### src/pkg/tmc_consts.svh
// register offsets, field positions and mode codes of the timer match compare unit
// assumes inclusion by bare name from the package and the design module
`ifndef TMC_CONSTS_SVH
`define TMC_CONSTS_SVH

// ----------------------------------------------------------------
// register byte addresses
// ----------------------------------------------------------------
`define TMC_ADDR_W          8
`define TMC_OFS_UNIT_CTRL0  8'h00
`define TMC_OFS_CMP_BASE    8'h10
`define TMC_OFS_TMR_LOW     8'h30
`define TMC_OFS_TMR_HIGH    8'h34
`define TMC_OFS_FLAGS1      8'h38
`define TMC_OFS_FLAGS2      8'h3C
`define TMC_OFS_FLAGS3      8'h40
`define TMC_OFS_ENABLE1     8'h44
`define TMC_OFS_ENABLE2     8'h48
`define TMC_OFS_ENABLE3     8'h4C
`define TMC_OFS_REMAP1      8'h50
`define TMC_OFS_REMAP0      8'h54
`define TMC_OFS_TMR_CTRL    8'h58

// ----------------------------------------------------------------
// field positions and masks
// ----------------------------------------------------------------
`define TMC_UNITS           4
`define TMC_CTRL_MASK_ENH   8'hFF
`define TMC_CTRL_MASK_STD   8'h3F
`define TMC_FLAGS1_MASK     8'hFF
`define TMC_FLAGS2_MASK     8'hF9
`define TMC_FLAGS3_MASK     8'h3A
`define TMC_REMAP1_MASK     8'h3F
`define TMC_POS_OVF         0
`define TMC_POS_U1_FLAG     2
`define TMC_POS_U2_FLAG     0
`define TMC_POS_U3_FLAG     4
`define TMC_POS_U4_FLAG     5
`define TMC_POS_U2_REMAP    0
`define TMC_POS_TMR_RUN     0
`define TMC_TMR_CTRL_MASK   8'h01
`define TMC_REG_RESET       8'h00
`define TMC_TMR_MAX         16'hFFFF
`define TMC_TMR_ONE         16'h0001

// ----------------------------------------------------------------
// match mode codes
// ----------------------------------------------------------------
`define TMC_MODE_OFF        4'h0
`define TMC_MODE_TOGGLE     4'h2
`define TMC_MODE_SET        4'h8
`define TMC_MODE_CLEAR      4'h9
`define TMC_MODE_SWI        4'hA
`define TMC_MODE_SEV        4'hB

`endif

### src/pkg/tmc_pkg.sv
// types shared by the timer match compare unit
// assumes tmc_consts.svh on the include path
package tmc_pkg;
    `include "tmc_consts.svh"

    typedef struct packed {
        logic [1:0] bridge_output_config;
        logic [1:0] pwm_duty_low_bits;
        logic [3:0] match_mode_field;
    } tmc_ctrl_s;

    typedef struct packed {
        logic       psel;
        logic       penable;
        logic       pwrite;
        logic [7:0] paddr;
        logic [31:0] pwdata;
    } tmc_apb_req_s;
endpackage

### src/design/tmc_top.sv
// four compare units sharing one 16-bit timer, registers on an apb slave
// assumes a synchronous apb master on sys_clk_i and a one-cycle timer clock tick input
//
// What this block does
// - each unit compares its 16-bit value with the timer count every cycle.
// - match actions are toggle, set, clear, special event trigger, interrupt only.
// - match flag sets in the same cycle as the output latch action, one cycle before the pin follows.
// - writing zero to a unit control register drives its output latch low.
// - mode 1010 flags the match only and leaves the pin alone.
// - unit two's pin can be moved to an alternative pin by the remap register.
// - compare behaviour is the same in all four units.
// - control register holds bridge config 7:6 (units one and two only), duty low 5:4, mode 3:0.
// - unimplemented bits of control, flag and enable registers read zero.
// - timer count is reachable as separate low and high byte registers.
// - mode 1011 resets the timer, starts a conversion, leaves the pin alone.
// - trigger fires at once; timer clears at next timer tick if still matching.
// - a trigger-caused timer clear never sets the timer overflow flag.
// - compare needs the system clock; nothing runs while it is stopped.
`include "tmc_consts.svh"
module tmc_top
    import tmc_pkg::*;
(
    input  wire logic        sys_clk_i,
    input  wire logic        rst_i,
    input  wire logic        psel_i,
    input  wire logic        penable_i,
    input  wire logic        pwrite_i,
    input  wire logic [7:0]  paddr_i,
    input  wire logic [31:0] pwdata_i,
    output logic      [31:0] prdata_o,
    output logic             pready_o,
    output logic             pslverr_o,
    input  wire logic        tmr_tick_i,
    output logic [3:0]       unit_pin_o,
    output logic [3:0]       unit_pin_own_o,
    output logic             unit2_alt_pin_o,
    output logic             unit2_alt_own_o,
    output logic             event_trigger_o,
    output logic             conv_start_o,
    input  wire logic        conv_enable_i
);

    // ----------------------------------------------------------------
    // register state
    // ----------------------------------------------------------------
    tmc_apb_req_s req;
    tmc_ctrl_s    ctrl_q [4];
    logic [7:0]   cmp_lo_q [4];
    logic [7:0]   cmp_hi_q [4];
    logic [15:0]  tmr_q;
    logic [7:0]   flags1_q, flags2_q, flags3_q;
    logic [7:0]   enable1_q, enable2_q, enable3_q;
    logic [7:0]   remap0_q, remap1_q, tmr_ctrl_q;
    logic [3:0]   latch_q, match_prev_q, sev_pend_q;
    logic [3:0]   match, fire, owns_pin, is_cmp, sev_fire;
    logic         wr_en, access;
    logic [7:0]   wbyte;
    logic [31:0]  rdata_d;
    logic         unmapped;
    logic         sev_clear;
    logic [3:0]   cmp_wr, cmp_hit, unit_hit;

    assign req      = '{psel_i, penable_i, pwrite_i, paddr_i, pwdata_i};
    assign access   = req.psel && req.penable && !pready_o;
    assign wr_en    = access && req.pwrite;
    assign wbyte    = req.pwdata[7:0];

    // ----------------------------------------------------------------
    // match detection per unit
    // ----------------------------------------------------------------
    genvar g;
    generate
        for (g = 0; g < `TMC_UNITS; g++)
        begin : g_unit
            logic [3:0] m;
            assign m           = ctrl_q[g].match_mode_field;
            assign match[g]    = (tmr_q == {cmp_hi_q[g], cmp_lo_q[g]});
            assign is_cmp[g]   = (m == `TMC_MODE_TOGGLE) || (m == `TMC_MODE_SET) ||
                                 (m == `TMC_MODE_CLEAR) || (m == `TMC_MODE_SWI) ||
                                 (m == `TMC_MODE_SEV);
            assign owns_pin[g] = (m == `TMC_MODE_TOGGLE) || (m == `TMC_MODE_SET) ||
                                 (m == `TMC_MODE_CLEAR);
            assign fire[g]     = is_cmp[g] && match[g] && !match_prev_q[g];
            assign sev_fire[g] = fire[g] && (m == `TMC_MODE_SEV);
            assign cmp_hit[g]  = (req.paddr == `TMC_OFS_CMP_BASE + 8'(8 * g)) ||
                                 (req.paddr == `TMC_OFS_CMP_BASE + 8'(8 * g + 4));
            assign cmp_wr[g]   = wr_en && cmp_hit[g];
            assign unit_hit[g] = (req.paddr == `TMC_OFS_UNIT_CTRL0 + 8'(4 * g)) || cmp_hit[g];
        end
    endgenerate

    // a pending clear survives only while the unit still matches
    assign sev_clear = |(sev_pend_q & match & is_cmp);

    // ----------------------------------------------------------------
    // unit control and compare value registers
    // ----------------------------------------------------------------
    always_ff @(posedge sys_clk_i)
    begin
        if (rst_i)
        begin
            ctrl_q   <= '{default: `TMC_REG_RESET};
            cmp_lo_q <= '{default: `TMC_REG_RESET};
            cmp_hi_q <= '{default: `TMC_REG_RESET};
        end
        else
        begin
            for (int i = 0; i < `TMC_UNITS; i++)
            begin
                if (wr_en && req.paddr == `TMC_OFS_UNIT_CTRL0 + 8'(4 * i))
                    ctrl_q[i] <= wbyte & ((i < 2) ? `TMC_CTRL_MASK_ENH : `TMC_CTRL_MASK_STD);
                if (wr_en && req.paddr == `TMC_OFS_CMP_BASE + 8'(8 * i))
                    cmp_lo_q[i] <= wbyte;
                if (wr_en && req.paddr == `TMC_OFS_CMP_BASE + 8'(8 * i + 4))
                    cmp_hi_q[i] <= wbyte;
            end
        end
    end

    // ----------------------------------------------------------------
    // output latches and match history
    // ----------------------------------------------------------------
    always_ff @(posedge sys_clk_i)
    begin
        if (rst_i)
        begin
            latch_q      <= 4'h0;
            match_prev_q <= 4'h0;
        end
        else
        begin
            for (int i = 0; i < `TMC_UNITS; i++)
            begin
                match_prev_q[i] <= match[i];
                if (wr_en && req.paddr == `TMC_OFS_UNIT_CTRL0 + 8'(4 * i) && wbyte == `TMC_REG_RESET)
                    latch_q[i] <= 1'b0;
                else if (fire[i])
                    case (ctrl_q[i].match_mode_field)
                        `TMC_MODE_TOGGLE: latch_q[i] <= !latch_q[i];
                        `TMC_MODE_SET:    latch_q[i] <= 1'b1;
                        `TMC_MODE_CLEAR:  latch_q[i] <= 1'b0;
                        default:          latch_q[i] <= latch_q[i];
                    endcase
            end
        end
    end

    // ----------------------------------------------------------------
    // pin drive, remap and special event outputs
    // ----------------------------------------------------------------
    always_ff @(posedge sys_clk_i)
    begin
        if (rst_i)
        begin
            unit_pin_o      <= 4'h0;
            unit_pin_own_o  <= 4'h0;
            unit2_alt_pin_o <= 1'b0;
            unit2_alt_own_o <= 1'b0;
            event_trigger_o <= 1'b0;
            conv_start_o    <= 1'b0;
        end
        else
        begin
            // remapped unit two leaves its default pin
            unit_pin_o         <= latch_q & ~{2'b00, remap1_q[`TMC_POS_U2_REMAP], 1'b0};
            unit_pin_own_o     <= owns_pin & ~{2'b00, remap1_q[`TMC_POS_U2_REMAP], 1'b0};
            unit2_alt_pin_o    <= remap1_q[`TMC_POS_U2_REMAP] && latch_q[1];
            unit2_alt_own_o    <= remap1_q[`TMC_POS_U2_REMAP] && owns_pin[1];
            event_trigger_o    <= |sev_fire;
            conv_start_o       <= |sev_fire && conv_enable_i;
        end
    end

    // ----------------------------------------------------------------
    // shared timer with trigger reset
    // ----------------------------------------------------------------
    always_ff @(posedge sys_clk_i)
    begin
        if (rst_i)
            sev_pend_q <= 4'h0;
        else
            for (int i = 0; i < `TMC_UNITS; i++)
                if (sev_fire[i])
                    sev_pend_q[i] <= 1'b1;
                else if (tmr_tick_i || !match[i] || cmp_wr[i])
                    sev_pend_q[i] <= 1'b0;
    end

    always_ff @(posedge sys_clk_i)
    begin
        if (rst_i)
            tmr_q <= 16'h0000;
        else if (wr_en && req.paddr == `TMC_OFS_TMR_LOW)
            tmr_q[7:0] <= wbyte;
        else if (wr_en && req.paddr == `TMC_OFS_TMR_HIGH)
            tmr_q[15:8] <= wbyte;
        else if (tmr_tick_i && sev_clear)
            tmr_q <= 16'h0000;
        else if (tmr_tick_i && tmr_ctrl_q[`TMC_POS_TMR_RUN])
            tmr_q <= tmr_q + `TMC_TMR_ONE;
    end

    // ----------------------------------------------------------------
    // flag registers, hardware set wins over software clear
    // ----------------------------------------------------------------
    logic ovf_set;
    assign ovf_set = tmr_tick_i && !sev_clear && tmr_ctrl_q[`TMC_POS_TMR_RUN] && tmr_q == `TMC_TMR_MAX
                     && !(wr_en && (req.paddr == `TMC_OFS_TMR_LOW || req.paddr == `TMC_OFS_TMR_HIGH));

    always_ff @(posedge sys_clk_i)
    begin
        if (rst_i)
        begin
            flags1_q <= `TMC_REG_RESET;
            flags2_q <= `TMC_REG_RESET;
            flags3_q <= `TMC_REG_RESET;
        end
        else
        begin
            flags1_q <= ((wr_en && req.paddr == `TMC_OFS_FLAGS1) ? (wbyte & `TMC_FLAGS1_MASK) : flags1_q)
                        | (8'(fire[0]) << `TMC_POS_U1_FLAG) | (8'(ovf_set) << `TMC_POS_OVF);
            flags2_q <= ((wr_en && req.paddr == `TMC_OFS_FLAGS2) ? (wbyte & `TMC_FLAGS2_MASK) : flags2_q)
                        | (8'(fire[1]) << `TMC_POS_U2_FLAG);
            flags3_q <= ((wr_en && req.paddr == `TMC_OFS_FLAGS3) ? (wbyte & `TMC_FLAGS3_MASK) : flags3_q)
                        | (8'(fire[2]) << `TMC_POS_U3_FLAG) | (8'(fire[3]) << `TMC_POS_U4_FLAG);
        end
    end

    // ----------------------------------------------------------------
    // enable, remap and timer control registers
    // ----------------------------------------------------------------
    always_ff @(posedge sys_clk_i)
    begin
        if (rst_i)
        begin
            enable1_q  <= `TMC_REG_RESET;
            enable2_q  <= `TMC_REG_RESET;
            enable3_q  <= `TMC_REG_RESET;
            remap0_q   <= `TMC_REG_RESET;
            remap1_q   <= `TMC_REG_RESET;
            tmr_ctrl_q <= `TMC_REG_RESET;
        end
        else if (wr_en)
        begin
            case (req.paddr)
                `TMC_OFS_ENABLE1:  enable1_q  <= wbyte & `TMC_FLAGS1_MASK;
                `TMC_OFS_ENABLE2:  enable2_q  <= wbyte & `TMC_FLAGS2_MASK;
                `TMC_OFS_ENABLE3:  enable3_q  <= wbyte & `TMC_FLAGS3_MASK;
                `TMC_OFS_REMAP0:   remap0_q   <= wbyte;
                `TMC_OFS_REMAP1:   remap1_q   <= wbyte & `TMC_REMAP1_MASK;
                `TMC_OFS_TMR_CTRL: tmr_ctrl_q <= wbyte & `TMC_TMR_CTRL_MASK;
                default:           tmr_ctrl_q <= tmr_ctrl_q;
            endcase
        end
    end

    // ----------------------------------------------------------------
    // apb read mux and answer, one wait state
    // ----------------------------------------------------------------
    always_comb
    begin
        rdata_d  = 32'h0000_0000;
        unmapped = 1'b0;
        case (req.paddr)
            `TMC_OFS_TMR_LOW:  rdata_d[7:0] = tmr_q[7:0];
            `TMC_OFS_TMR_HIGH: rdata_d[7:0] = tmr_q[15:8];
            `TMC_OFS_FLAGS1:   rdata_d[7:0] = flags1_q;
            `TMC_OFS_FLAGS2:   rdata_d[7:0] = flags2_q;
            `TMC_OFS_FLAGS3:   rdata_d[7:0] = flags3_q;
            `TMC_OFS_ENABLE1:  rdata_d[7:0] = enable1_q;
            `TMC_OFS_ENABLE2:  rdata_d[7:0] = enable2_q;
            `TMC_OFS_ENABLE3:  rdata_d[7:0] = enable3_q;
            `TMC_OFS_REMAP0:   rdata_d[7:0] = remap0_q;
            `TMC_OFS_REMAP1:   rdata_d[7:0] = remap1_q;
            `TMC_OFS_TMR_CTRL: rdata_d[7:0] = tmr_ctrl_q;
            default:           unmapped = 1'b1;
        endcase
        if (|unit_hit)
            unmapped = 1'b0;
        for (int i = 0; i < `TMC_UNITS; i++)
        begin
            if (req.paddr == `TMC_OFS_UNIT_CTRL0 + 8'(4 * i))
                rdata_d = {24'h00_0000, ctrl_q[i]};
            if (req.paddr == `TMC_OFS_CMP_BASE + 8'(8 * i))
                rdata_d = {24'h00_0000, cmp_lo_q[i]};
            if (req.paddr == `TMC_OFS_CMP_BASE + 8'(8 * i + 4))
                rdata_d = {24'h00_0000, cmp_hi_q[i]};
        end
    end

    always_ff @(posedge sys_clk_i)
    begin
        if (rst_i)
        begin
            pready_o  <= 1'b0;
            pslverr_o <= 1'b0;
            prdata_o  <= 32'h0000_0000;
        end
        else
        begin
            pready_o  <= access;
            pslverr_o <= access && unmapped;
            prdata_o  <= (access && !req.pwrite) ? rdata_d : 32'h0000_0000;
        end
    end

    // ----------------------------------------------------------------
    // checks
    // ----------------------------------------------------------------
    property p_flag_on_fire;
        @(posedge sys_clk_i) disable iff (rst_i) fire[0] |=> flags1_q[`TMC_POS_U1_FLAG];
    endproperty
    a_flag_on_fire: assert property (p_flag_on_fire) else $error("match flag not set");
    property p_flag_sticky;
        @(posedge sys_clk_i) disable iff (rst_i)
            flags3_q[`TMC_POS_U4_FLAG] && !(wr_en && req.paddr == `TMC_OFS_FLAGS3) |=> flags3_q[`TMC_POS_U4_FLAG];
    endproperty
    a_flag_sticky: assert property (p_flag_sticky) else $error("match flag dropped");
    property p_fire_once;
        @(posedge sys_clk_i) disable iff (rst_i) fire[2] |=> !fire[2];
    endproperty
    a_fire_once: assert property (p_fire_once) else $error("match fired twice");
    property p_toggle;
        @(posedge sys_clk_i) disable iff (rst_i)
            fire[0] && ctrl_q[0].match_mode_field == `TMC_MODE_TOGGLE && !wr_en |=> latch_q[0] != $past(latch_q[0]);
    endproperty
    a_toggle: assert property (p_toggle) else $error("toggle missed");
    property p_zero_ctrl;
        @(posedge sys_clk_i) disable iff (rst_i)
            wr_en && req.paddr == `TMC_OFS_UNIT_CTRL0 && wbyte == `TMC_REG_RESET |=> ##1 !unit_pin_o[0];
    endproperty
    a_zero_ctrl: assert property (p_zero_ctrl) else $error("latch not cleared");
    property p_swi_no_pin;
        @(posedge sys_clk_i) disable iff (rst_i)
            ctrl_q[2].match_mode_field == `TMC_MODE_SWI |=> !unit_pin_own_o[2];
    endproperty
    a_swi_no_pin: assert property (p_swi_no_pin) else $error("pin owned in interrupt mode");
    property p_sev_pulse;
        @(posedge sys_clk_i) disable iff (rst_i)
            fire[3] && ctrl_q[3].match_mode_field == `TMC_MODE_SEV |=> event_trigger_o;
    endproperty
    a_sev_pulse: assert property (p_sev_pulse) else $error("trigger late");
    property p_sev_no_ovf;
        @(posedge sys_clk_i) disable iff (rst_i)
            tmr_tick_i && sev_clear && !flags1_q[`TMC_POS_OVF] && !wr_en |=> !flags1_q[`TMC_POS_OVF];
    endproperty
    a_sev_no_ovf: assert property (p_sev_no_ovf) else $error("overflow set by trigger");
    property p_std_bits;
        @(posedge sys_clk_i) disable iff (rst_i) ctrl_q[2].bridge_output_config == 2'b00;
    endproperty
    a_std_bits: assert property (p_std_bits) else $error("unimplemented bits set");
    property p_apb_answer;
        @(posedge sys_clk_i) disable iff (rst_i) psel_i && penable_i && !pready_o |=> pready_o;
    endproperty
    a_apb_answer: assert property (p_apb_answer) else $error("apb answer missing");

endmodule

### config.mk
export PLATFORM = sky130hd
export DESIGN_NAME = tmc_top
export DESIGN_NICKNAME = d
export VERILOG_FILES = /design/src/pkg/tmc_pkg.sv /design/src/design/tmc_top.sv
export VERILOG_INCLUDE_DIRS = /design/src /design/src/pkg
export SDC_FILE = /design/constraint.sdc
export NUM_CORES = 1
export LEC_CHECK = 0
export BUFFER_PORTS_ARGS = -buffer_cell sky130_fd_sc_hd__buf_2
export CAP_MARGIN = 20
export CORE_MARGIN = 1
export CORE_UTILIZATION = 60
export CTS_CLUSTER_SIZE = 12
export DETAILED_ROUTE_END_ITERATION = 16
export PLACE_DENSITY = 0.8
export SYNTH_ARGS = -nofsm -noshare
export SYNTH_HDL_FRONTEND = slang
export SYNTH_SLANG_ARGS = --single-unit
### constraint.sdc
create_clock -name sys_clk_i -period 6.75 [get_ports sys_clk_i]
set_input_delay 0.675 -clock sys_clk_i [delete_from_list [all_inputs] [get_ports sys_clk_i]]
set_output_delay 0.675 -clock sys_clk_i [all_outputs]
set_load 0.02 [all_outputs]
### After elaboration in Yosys (flattened, before gate mapping)

Index checks and enable logic that the tools add are counted.

| cells by class | value |
|---|---|
| add/sub/neg operators | 1 |
| equality and inequality tests | 48 |
| multiplexer cells | 35 |
| bitwise gates (word level) | 12 |
| reductions and logical operators | 135 |

Operator list:

| kind | number |
|---|---|
| 8-bit 2-to-1 mux | 18 |
| 8-bit one-hot mux with 11 select lines | 1 |
| 16-bit == test | 4 |
| 4-bit == test, second input constant | 16 |
| 8-bit by 6-bit == test with 1-bit output, second input constant | 8 |
| 8-bit by 7-bit == test with 1-bit output, second input constant | 7 |
| 1-bit logical AND | 52 |
| 1-bit logical OR | 33 |
| 8-bit by 5-bit == test with 1-bit output, second input constant | 4 |
| 16-bit 2-to-1 mux | 2 |
| 2-bit AND reduction | 12 |
| 3-bit nonzero test | 6 |
| 16-bit by 1-bit adder with 16-bit output, second input constant | 1 |
| 4-bit AND | 4 |
| 16-bit == test, second input constant | 1 |
| 4-bit by 2-bit == test with 1-bit output, second input constant | 4 |
| 8-bit by 4-bit == test with 1-bit output, second input constant | 2 |
| 1-bit logical NOT | 16 |
| 8-bit logical NOT | 2 |
| 8-bit by 1-bit OR with 8-bit output | 2 |
| 13-bit OR reduction | 1 |
| 1-bit one-hot mux with 3 select lines | 4 |
| 4-bit OR reduction | 3 |
| 11-bit OR reduction | 1 |
| 10 further kinds | 27 |

| storage, ports and cells | value |
|---|---|
| register bits after elaboration | 223 |
| input port bits | 47 |
| output and inout bits | 46 |
| word-level logic and storage cells | 279 |

### Logic depth before layout (Yosys ltp)

| depth | value |
|---|---|
| depth after elaboration | 14 |
| depth in mapped cells | 11 |
| gate-level depth less buffers | 9 |

### Least setup slack after synthesis

No wires, ideal clock.

| path | value |
|---|---|
| path kind | input port to flip-flop |
| from | input port paddr_i[6] |
| to | register prdata_o[6] |
| setup time | 74 ps |
| data arrival time | 2,504 ps |
| data required time | 6,676 ps |
| slack | 4,172 ps |
| cell stages on the path | 9 |
| path buffers | 2 |
| path through | clkbuf_1 > nand4bb_1 > buf_2 > nor2_1 > a222oi_1 > o21ai_1 > nor3_1 > or4_1 > a31oi_1 |

| on the way | value |
|---|---|
| cells in the longest elaborated chain, start to end | 14 |
| elaborated cells on any way between the ends | 36 |
| classes of those cells | 22 x eq/ne; 13 x mux; 1 x reduce/logical |

Ends and longest elaborated chain:

| what | RTL line | source |
|---|---|---|
| from (decl) | tmc_top.sv:28 | `input wire logic [7:0] paddr_i,` |
| 8-bit by 7-bit == test with 1-bit output / 8-bit by 6-bit == test with 1-bit output (equally long branches) | tmc_top.sv:264 | `case (req.paddr)` |
| 8-bit one-hot mux with 11 select lines | tmc_top.sv:264 |  |
| 8-bit 2-to-1 mux | tmc_top.sv:282 | `` if (req.paddr == `TMC_OFS_UNIT_CTRL0 + 8'(4 * i)) `` |
| 8-bit 2-to-1 mux | tmc_top.sv:284 | `` if (req.paddr == `TMC_OFS_CMP_BASE + 8'(8 * i)) `` |
| 8-bit 2-to-1 mux | tmc_top.sv:286 | `` if (req.paddr == `TMC_OFS_CMP_BASE + 8'(8 * i + 4)) `` |
| 8-bit 2-to-1 mux | tmc_top.sv:282 |  |
| 8-bit 2-to-1 mux | tmc_top.sv:284 |  |
| 8-bit 2-to-1 mux | tmc_top.sv:286 |  |
| 8-bit 2-to-1 mux | tmc_top.sv:282 |  |
| 8-bit 2-to-1 mux | tmc_top.sv:284 |  |
| 8-bit 2-to-1 mux | tmc_top.sv:286 |  |
| 8-bit 2-to-1 mux | tmc_top.sv:282 |  |
| 8-bit 2-to-1 mux | tmc_top.sv:284 |  |
| 8-bit 2-to-1 mux (*) | tmc_top.sv:286 |  |
| to (signal assigned) | tmc_top.sv:303 | `prdata_o <= (access && !req.pwrite) ? rdata_d : 32'h0000_0000;` |
| to (decl) | tmc_top.sv:30 | `output logic [31:0] prdata_o,` |

Mark *: on every way between the ends. The rest lies on a longest branch, timed or not.
A chain may end at the register's enable or synchronous reset.

### Worst setup path in the final report

| path | value |
|---|---|
| from | register tmr_q[12] |
| to | register tmr_q[9] |

| on the way | value |
|---|---|
| cells in the longest elaborated chain, start to end | 7 |
| elaborated cells on any way between the ends | 12 |
| classes of those cells | 4 x eq/ne; 2 x mux; 2 x bitwise; 4 x reduce/logical |

Ends and longest elaborated chain:

| what | RTL line | source |
|---|---|---|
| from (decl) | tmc_top.sv:50 | `logic [15:0] tmr_q;` |
| from (signal assigned) | tmc_top.sv:196 | `tmr_q[15:8] <= wbyte;` |
| from (signal assigned) | tmc_top.sv:200 | `` tmr_q <= tmr_q + `TMC_TMR_ONE; `` |
| 16-bit == test | tmc_top.sv:77 | `assign match[g] = (tmr_q == {cmp_hi_q[g], cmp_lo_q[g]});` |
| 4-bit AND (*) (2 in a row) | tmc_top.sv:93 | `assign sev_clear = \|(sev_pend_q & match & is_cmp);` |
| 4-bit OR reduction (*) | tmc_top.sv:93 |  |
| 1-bit logical AND (*) | tmc_top.sv:197 | `else if (tmr_tick_i && sev_clear)` |
| 3-bit nonzero test (no line) / 16-bit 2-to-1 mux (equally long branches) | -- |  |
| 2-bit AND reduction (no line) / 8-bit 2-to-1 mux (equally long branches) | -- |  |

Marked as above.

==> out/results.txt <==
Status: complete, no violations
RR Startpoint: tmr_q[12]
CTS Root Cell: clkbuf_16
Switching part of the total power: 0.2476
F_max: 286.6 MHz
Min-Delay Path Depth: 2
Reg2reg setup slack: 3260 ps
Primary FF master, synth: dfxtp_1
Cts repair resizes: 0
Final wirelength: 34630 µm
Core Rows: 47
Worst Hold End: conv_start_o
Drt initial violations: 1946
Adder-cell area share of the yosys netlist: 0.001235
Clk network pwr share: 0.455
Num CTS Buffers: 17
Slew headroom: 0.2531
Post-Synthesis Cells: 1298
Remaining DRCs: 0
#FFs+latches synth: 193
# setup viols final: 0
Grt total ovfl: 0
Total Power: 0.002323 W
Final Net Count: 1323
Distinct cells, synth: 73
Internal power: 0.001748 W
Detailed placement HPWL: 22640 µm
Share of the synthesized area in the top cell type: 0.3812
Max clock buf depth: 2
Final period util: 0.5169
Yosys top cell by area: dfxtp_1
Detailed-route via count: 10160
Pwr dens: 214.7 nW/µm²
Slew Limit Fails: 0
Antenna violations before repair: 0
Post-CTS Hold Fix Bufs: 0
Largest family of logic cells by synthesized area: simple AND/OR/NAND/NOR gates
CTS tree: built
Worst slew pin tran: 1116 ps
Layer with the highest usage: met2
Wire length per cell: 22.96 µm
N_diodes: 0
P&R area growth vs syn: 6.790%
Fillers: 1419
Largest net degree at the start of global routing: 104
Ranking of synthesized cells by area: dfxtp_1 38%, nand2_1 9.2%, a21oi_1 8.3%
FF-to-FF End: tmr_q[9]
CP max FO: 15
Multi-input gate area: 5685 µm²
Mux share of post-synthesis cell area: 0.02963
Fraction of layout cells with a size suffix above 1: 0.09550
First-pass GRT wire length: 52540 µm
Skew final: 11.45 ps
Startpoint type of the worst setup path: flop
Hold Crit Class: in2reg
Proportion of power drawn by combinational gates: 0.053
Full die area: 17410 µm²
Most common cell after layout, fill and taps aside: nand2_1
Met2 usage: 0.5758
Total GRT Usage: 0.3945
Port bufs: 44
Post-synth EDFFs: 0
Simple-gate share of the synthesized area: 0.2673
Crit path capture type: flop
HP Start: conv_enable_i
Yosys warnings: 0
Die Y: 132.0 µm
Unrepaired setup endpoints after global routing: no
DRT antenna net count: 0
1st-pass router iterations: 6
Met1 Use GR: 0.5650
Core ar.: 16520 µm²
P_leak: 4.086 nW
Net switching power figure: 0.0005752 W
H-tree depth: 4
IO Pins: 93
FF-to-FF path depth: 8
Clock tree sinks: 193
Routability Congestion: 1.022
Worst-path clk slew: 70 ps
Clk_lat worst skew: 450 ps
Die Width: 132.0 µm
XOR/XNOR Fraction of Synth Area: 0.06037
Sequential standard cell area: 3864 µm²
Met3 usage: 0.07343
CP arrival: 3780 ps
Seq/Total Area, Yosys: 0.3812
Vias per inst: 6.737
Initial core utilization: 0.6133
WP data required: 7040 ps
Async set-reset flop share out of synthesis: 0
Syn avg cell area: 7.808 µm²
Mapped cell area: 10130 µm²
Most frequent cells in the layout: 248 x nand2_1, 193 x dfxtp_1, 168 x a21oi_1
Complex-gate fraction of the synthesized area: 0.1925
Fin. Hold Viols: 0
Sequential share of power: 0.492
Post-CTS setup buffers: 0
Critical Setup Path Class: reg2reg
Crit path from: tmr_q[12]
Final Critical Period: 3489 ps
Maximum VDD drop: 0.2077 mV
Vias in the first global route: 9028
Max Cap Violations: 0
Setup TNS: 0 ps
-- final cells by class --
class	instances	area share
Tap cell	220	0.02543
Sequential cell	193	0.3570
Timing Repair Buffer	59	0.03133
Inverter	13	0.004509
Multi-Input combinational cell	991	0.5253
Clock buffer	20	0.04312
Clock inverter	12	0.01329
-- how the worst max path moves through the flow --
stage | depth (start not counted) | to | slack [ps]
after floorplan | 9 | prdata_o[6] | 4170
after global placement | 8 | prdata_o[6] | 3210
after detailed placement | 8 | prdata_o[7] | 3200
after CTS | 8 | tmr_q[9] | 3380
after global routing | 8 | tmr_q[13] | 3200
final | 8 | tmr_q[9] | 3260
-- state kept, by name, summed over array words and instances, names as in the netlist, 12 cells and up --
name	count
cmp_hi_q	32
cmp_lo_q	32
ctrl_q	12
g_unit.m	16
tmr_q	16
-- layer usage --
layer / part of all wire / vias to the layer above
li1: - / 4519
met1: 0.40 / 4731
met2: 0.42 / 784
met3: 0.14 / 125
met4: 0.040 / 0
met5: 0 / -
-- logic make-up (layout without fill, tap and decap cells) --
kind of cell / count (synthesis) / count (layout)
fa+ha+maj: 1 / 1
xor+xnor: 69 / 69
buf+inv: 137 / 104
compound gates: 307 / 307
mux: 28 / 28
other cells: 1 / 24
flops: 193 / 193
simple gates: 562 / 562
-- synth_stat cells (5+ instances only) --
cell type  instances
buf_2              9
buf_1              6
a22oi_1           17
a222oi_1           6
o211ai_1           5
a31oi_1           15
xor2_1            64
dfxtp_1          193
or4_1              6
buf_4             38
o21ai_0           14
nand2_1          248
nand3_1          101
and3_1            11
nor2_1            75
o221ai_1           6
a22o_1             6
a221oi_1          10
or4b_1             5
o22ai_1           10
nor3_1            23
inv_1             13
a211oi_1           9
nand4_1            9
nor3_2             6
a21oi_1          168
o21ai_1            8
a221oi_2           6
clkbuf_1          69
nand2b_1           8
mux2i_1           21
nor4_1            23
nor2b_1           11
-- worst max-delay path, stage by stage (launching register included) --
cell,delay (ps)
dfxtp_1,840
xor2_1,210
nor4_1,70
nand4_1,270
nor4b_2,130
or4_1,770
o311ai_4,720
nor2b_1,260
nor3_2,50
-- power groups by stage --
| stage | Clock (W) | Sequential (W) | Combinational (W) |
|---|---|---|---|
| 6_report | 0.00106 | 0.00114 | 0.000124 |
| 4_1_cts | 0.00106 | 0.00114 | 0.000119 |
| 2_1_floorplan | 0 | 0.00117 | 0.0000879 |
| 3_3_place_gp | 0 | 0.00117 | 0.000118 |
| 5_1_grt | 0.00110 | 0.00114 | 0.000128 |
| 3_5_place_dp | 0 | 0.00117 | 0.000118 |
-- metrics by stage --
step	utilization	worst slack [ps]	hold WS [ps]	std cells	instance area (µm²)
global route	0.6550	3200	439.6	1508	10820
global placement	0.6180	3212	438.2	1476	10210
detailed placement	0.6180	3198	446.5	1476	10210
floorplan	-	4172	431.2	1321	10220
CTS	0.6550	3380	431.0	1508	10820
finish	0.6550	3261	435.7	1508	10820
(Power assumes the default switching activity.)
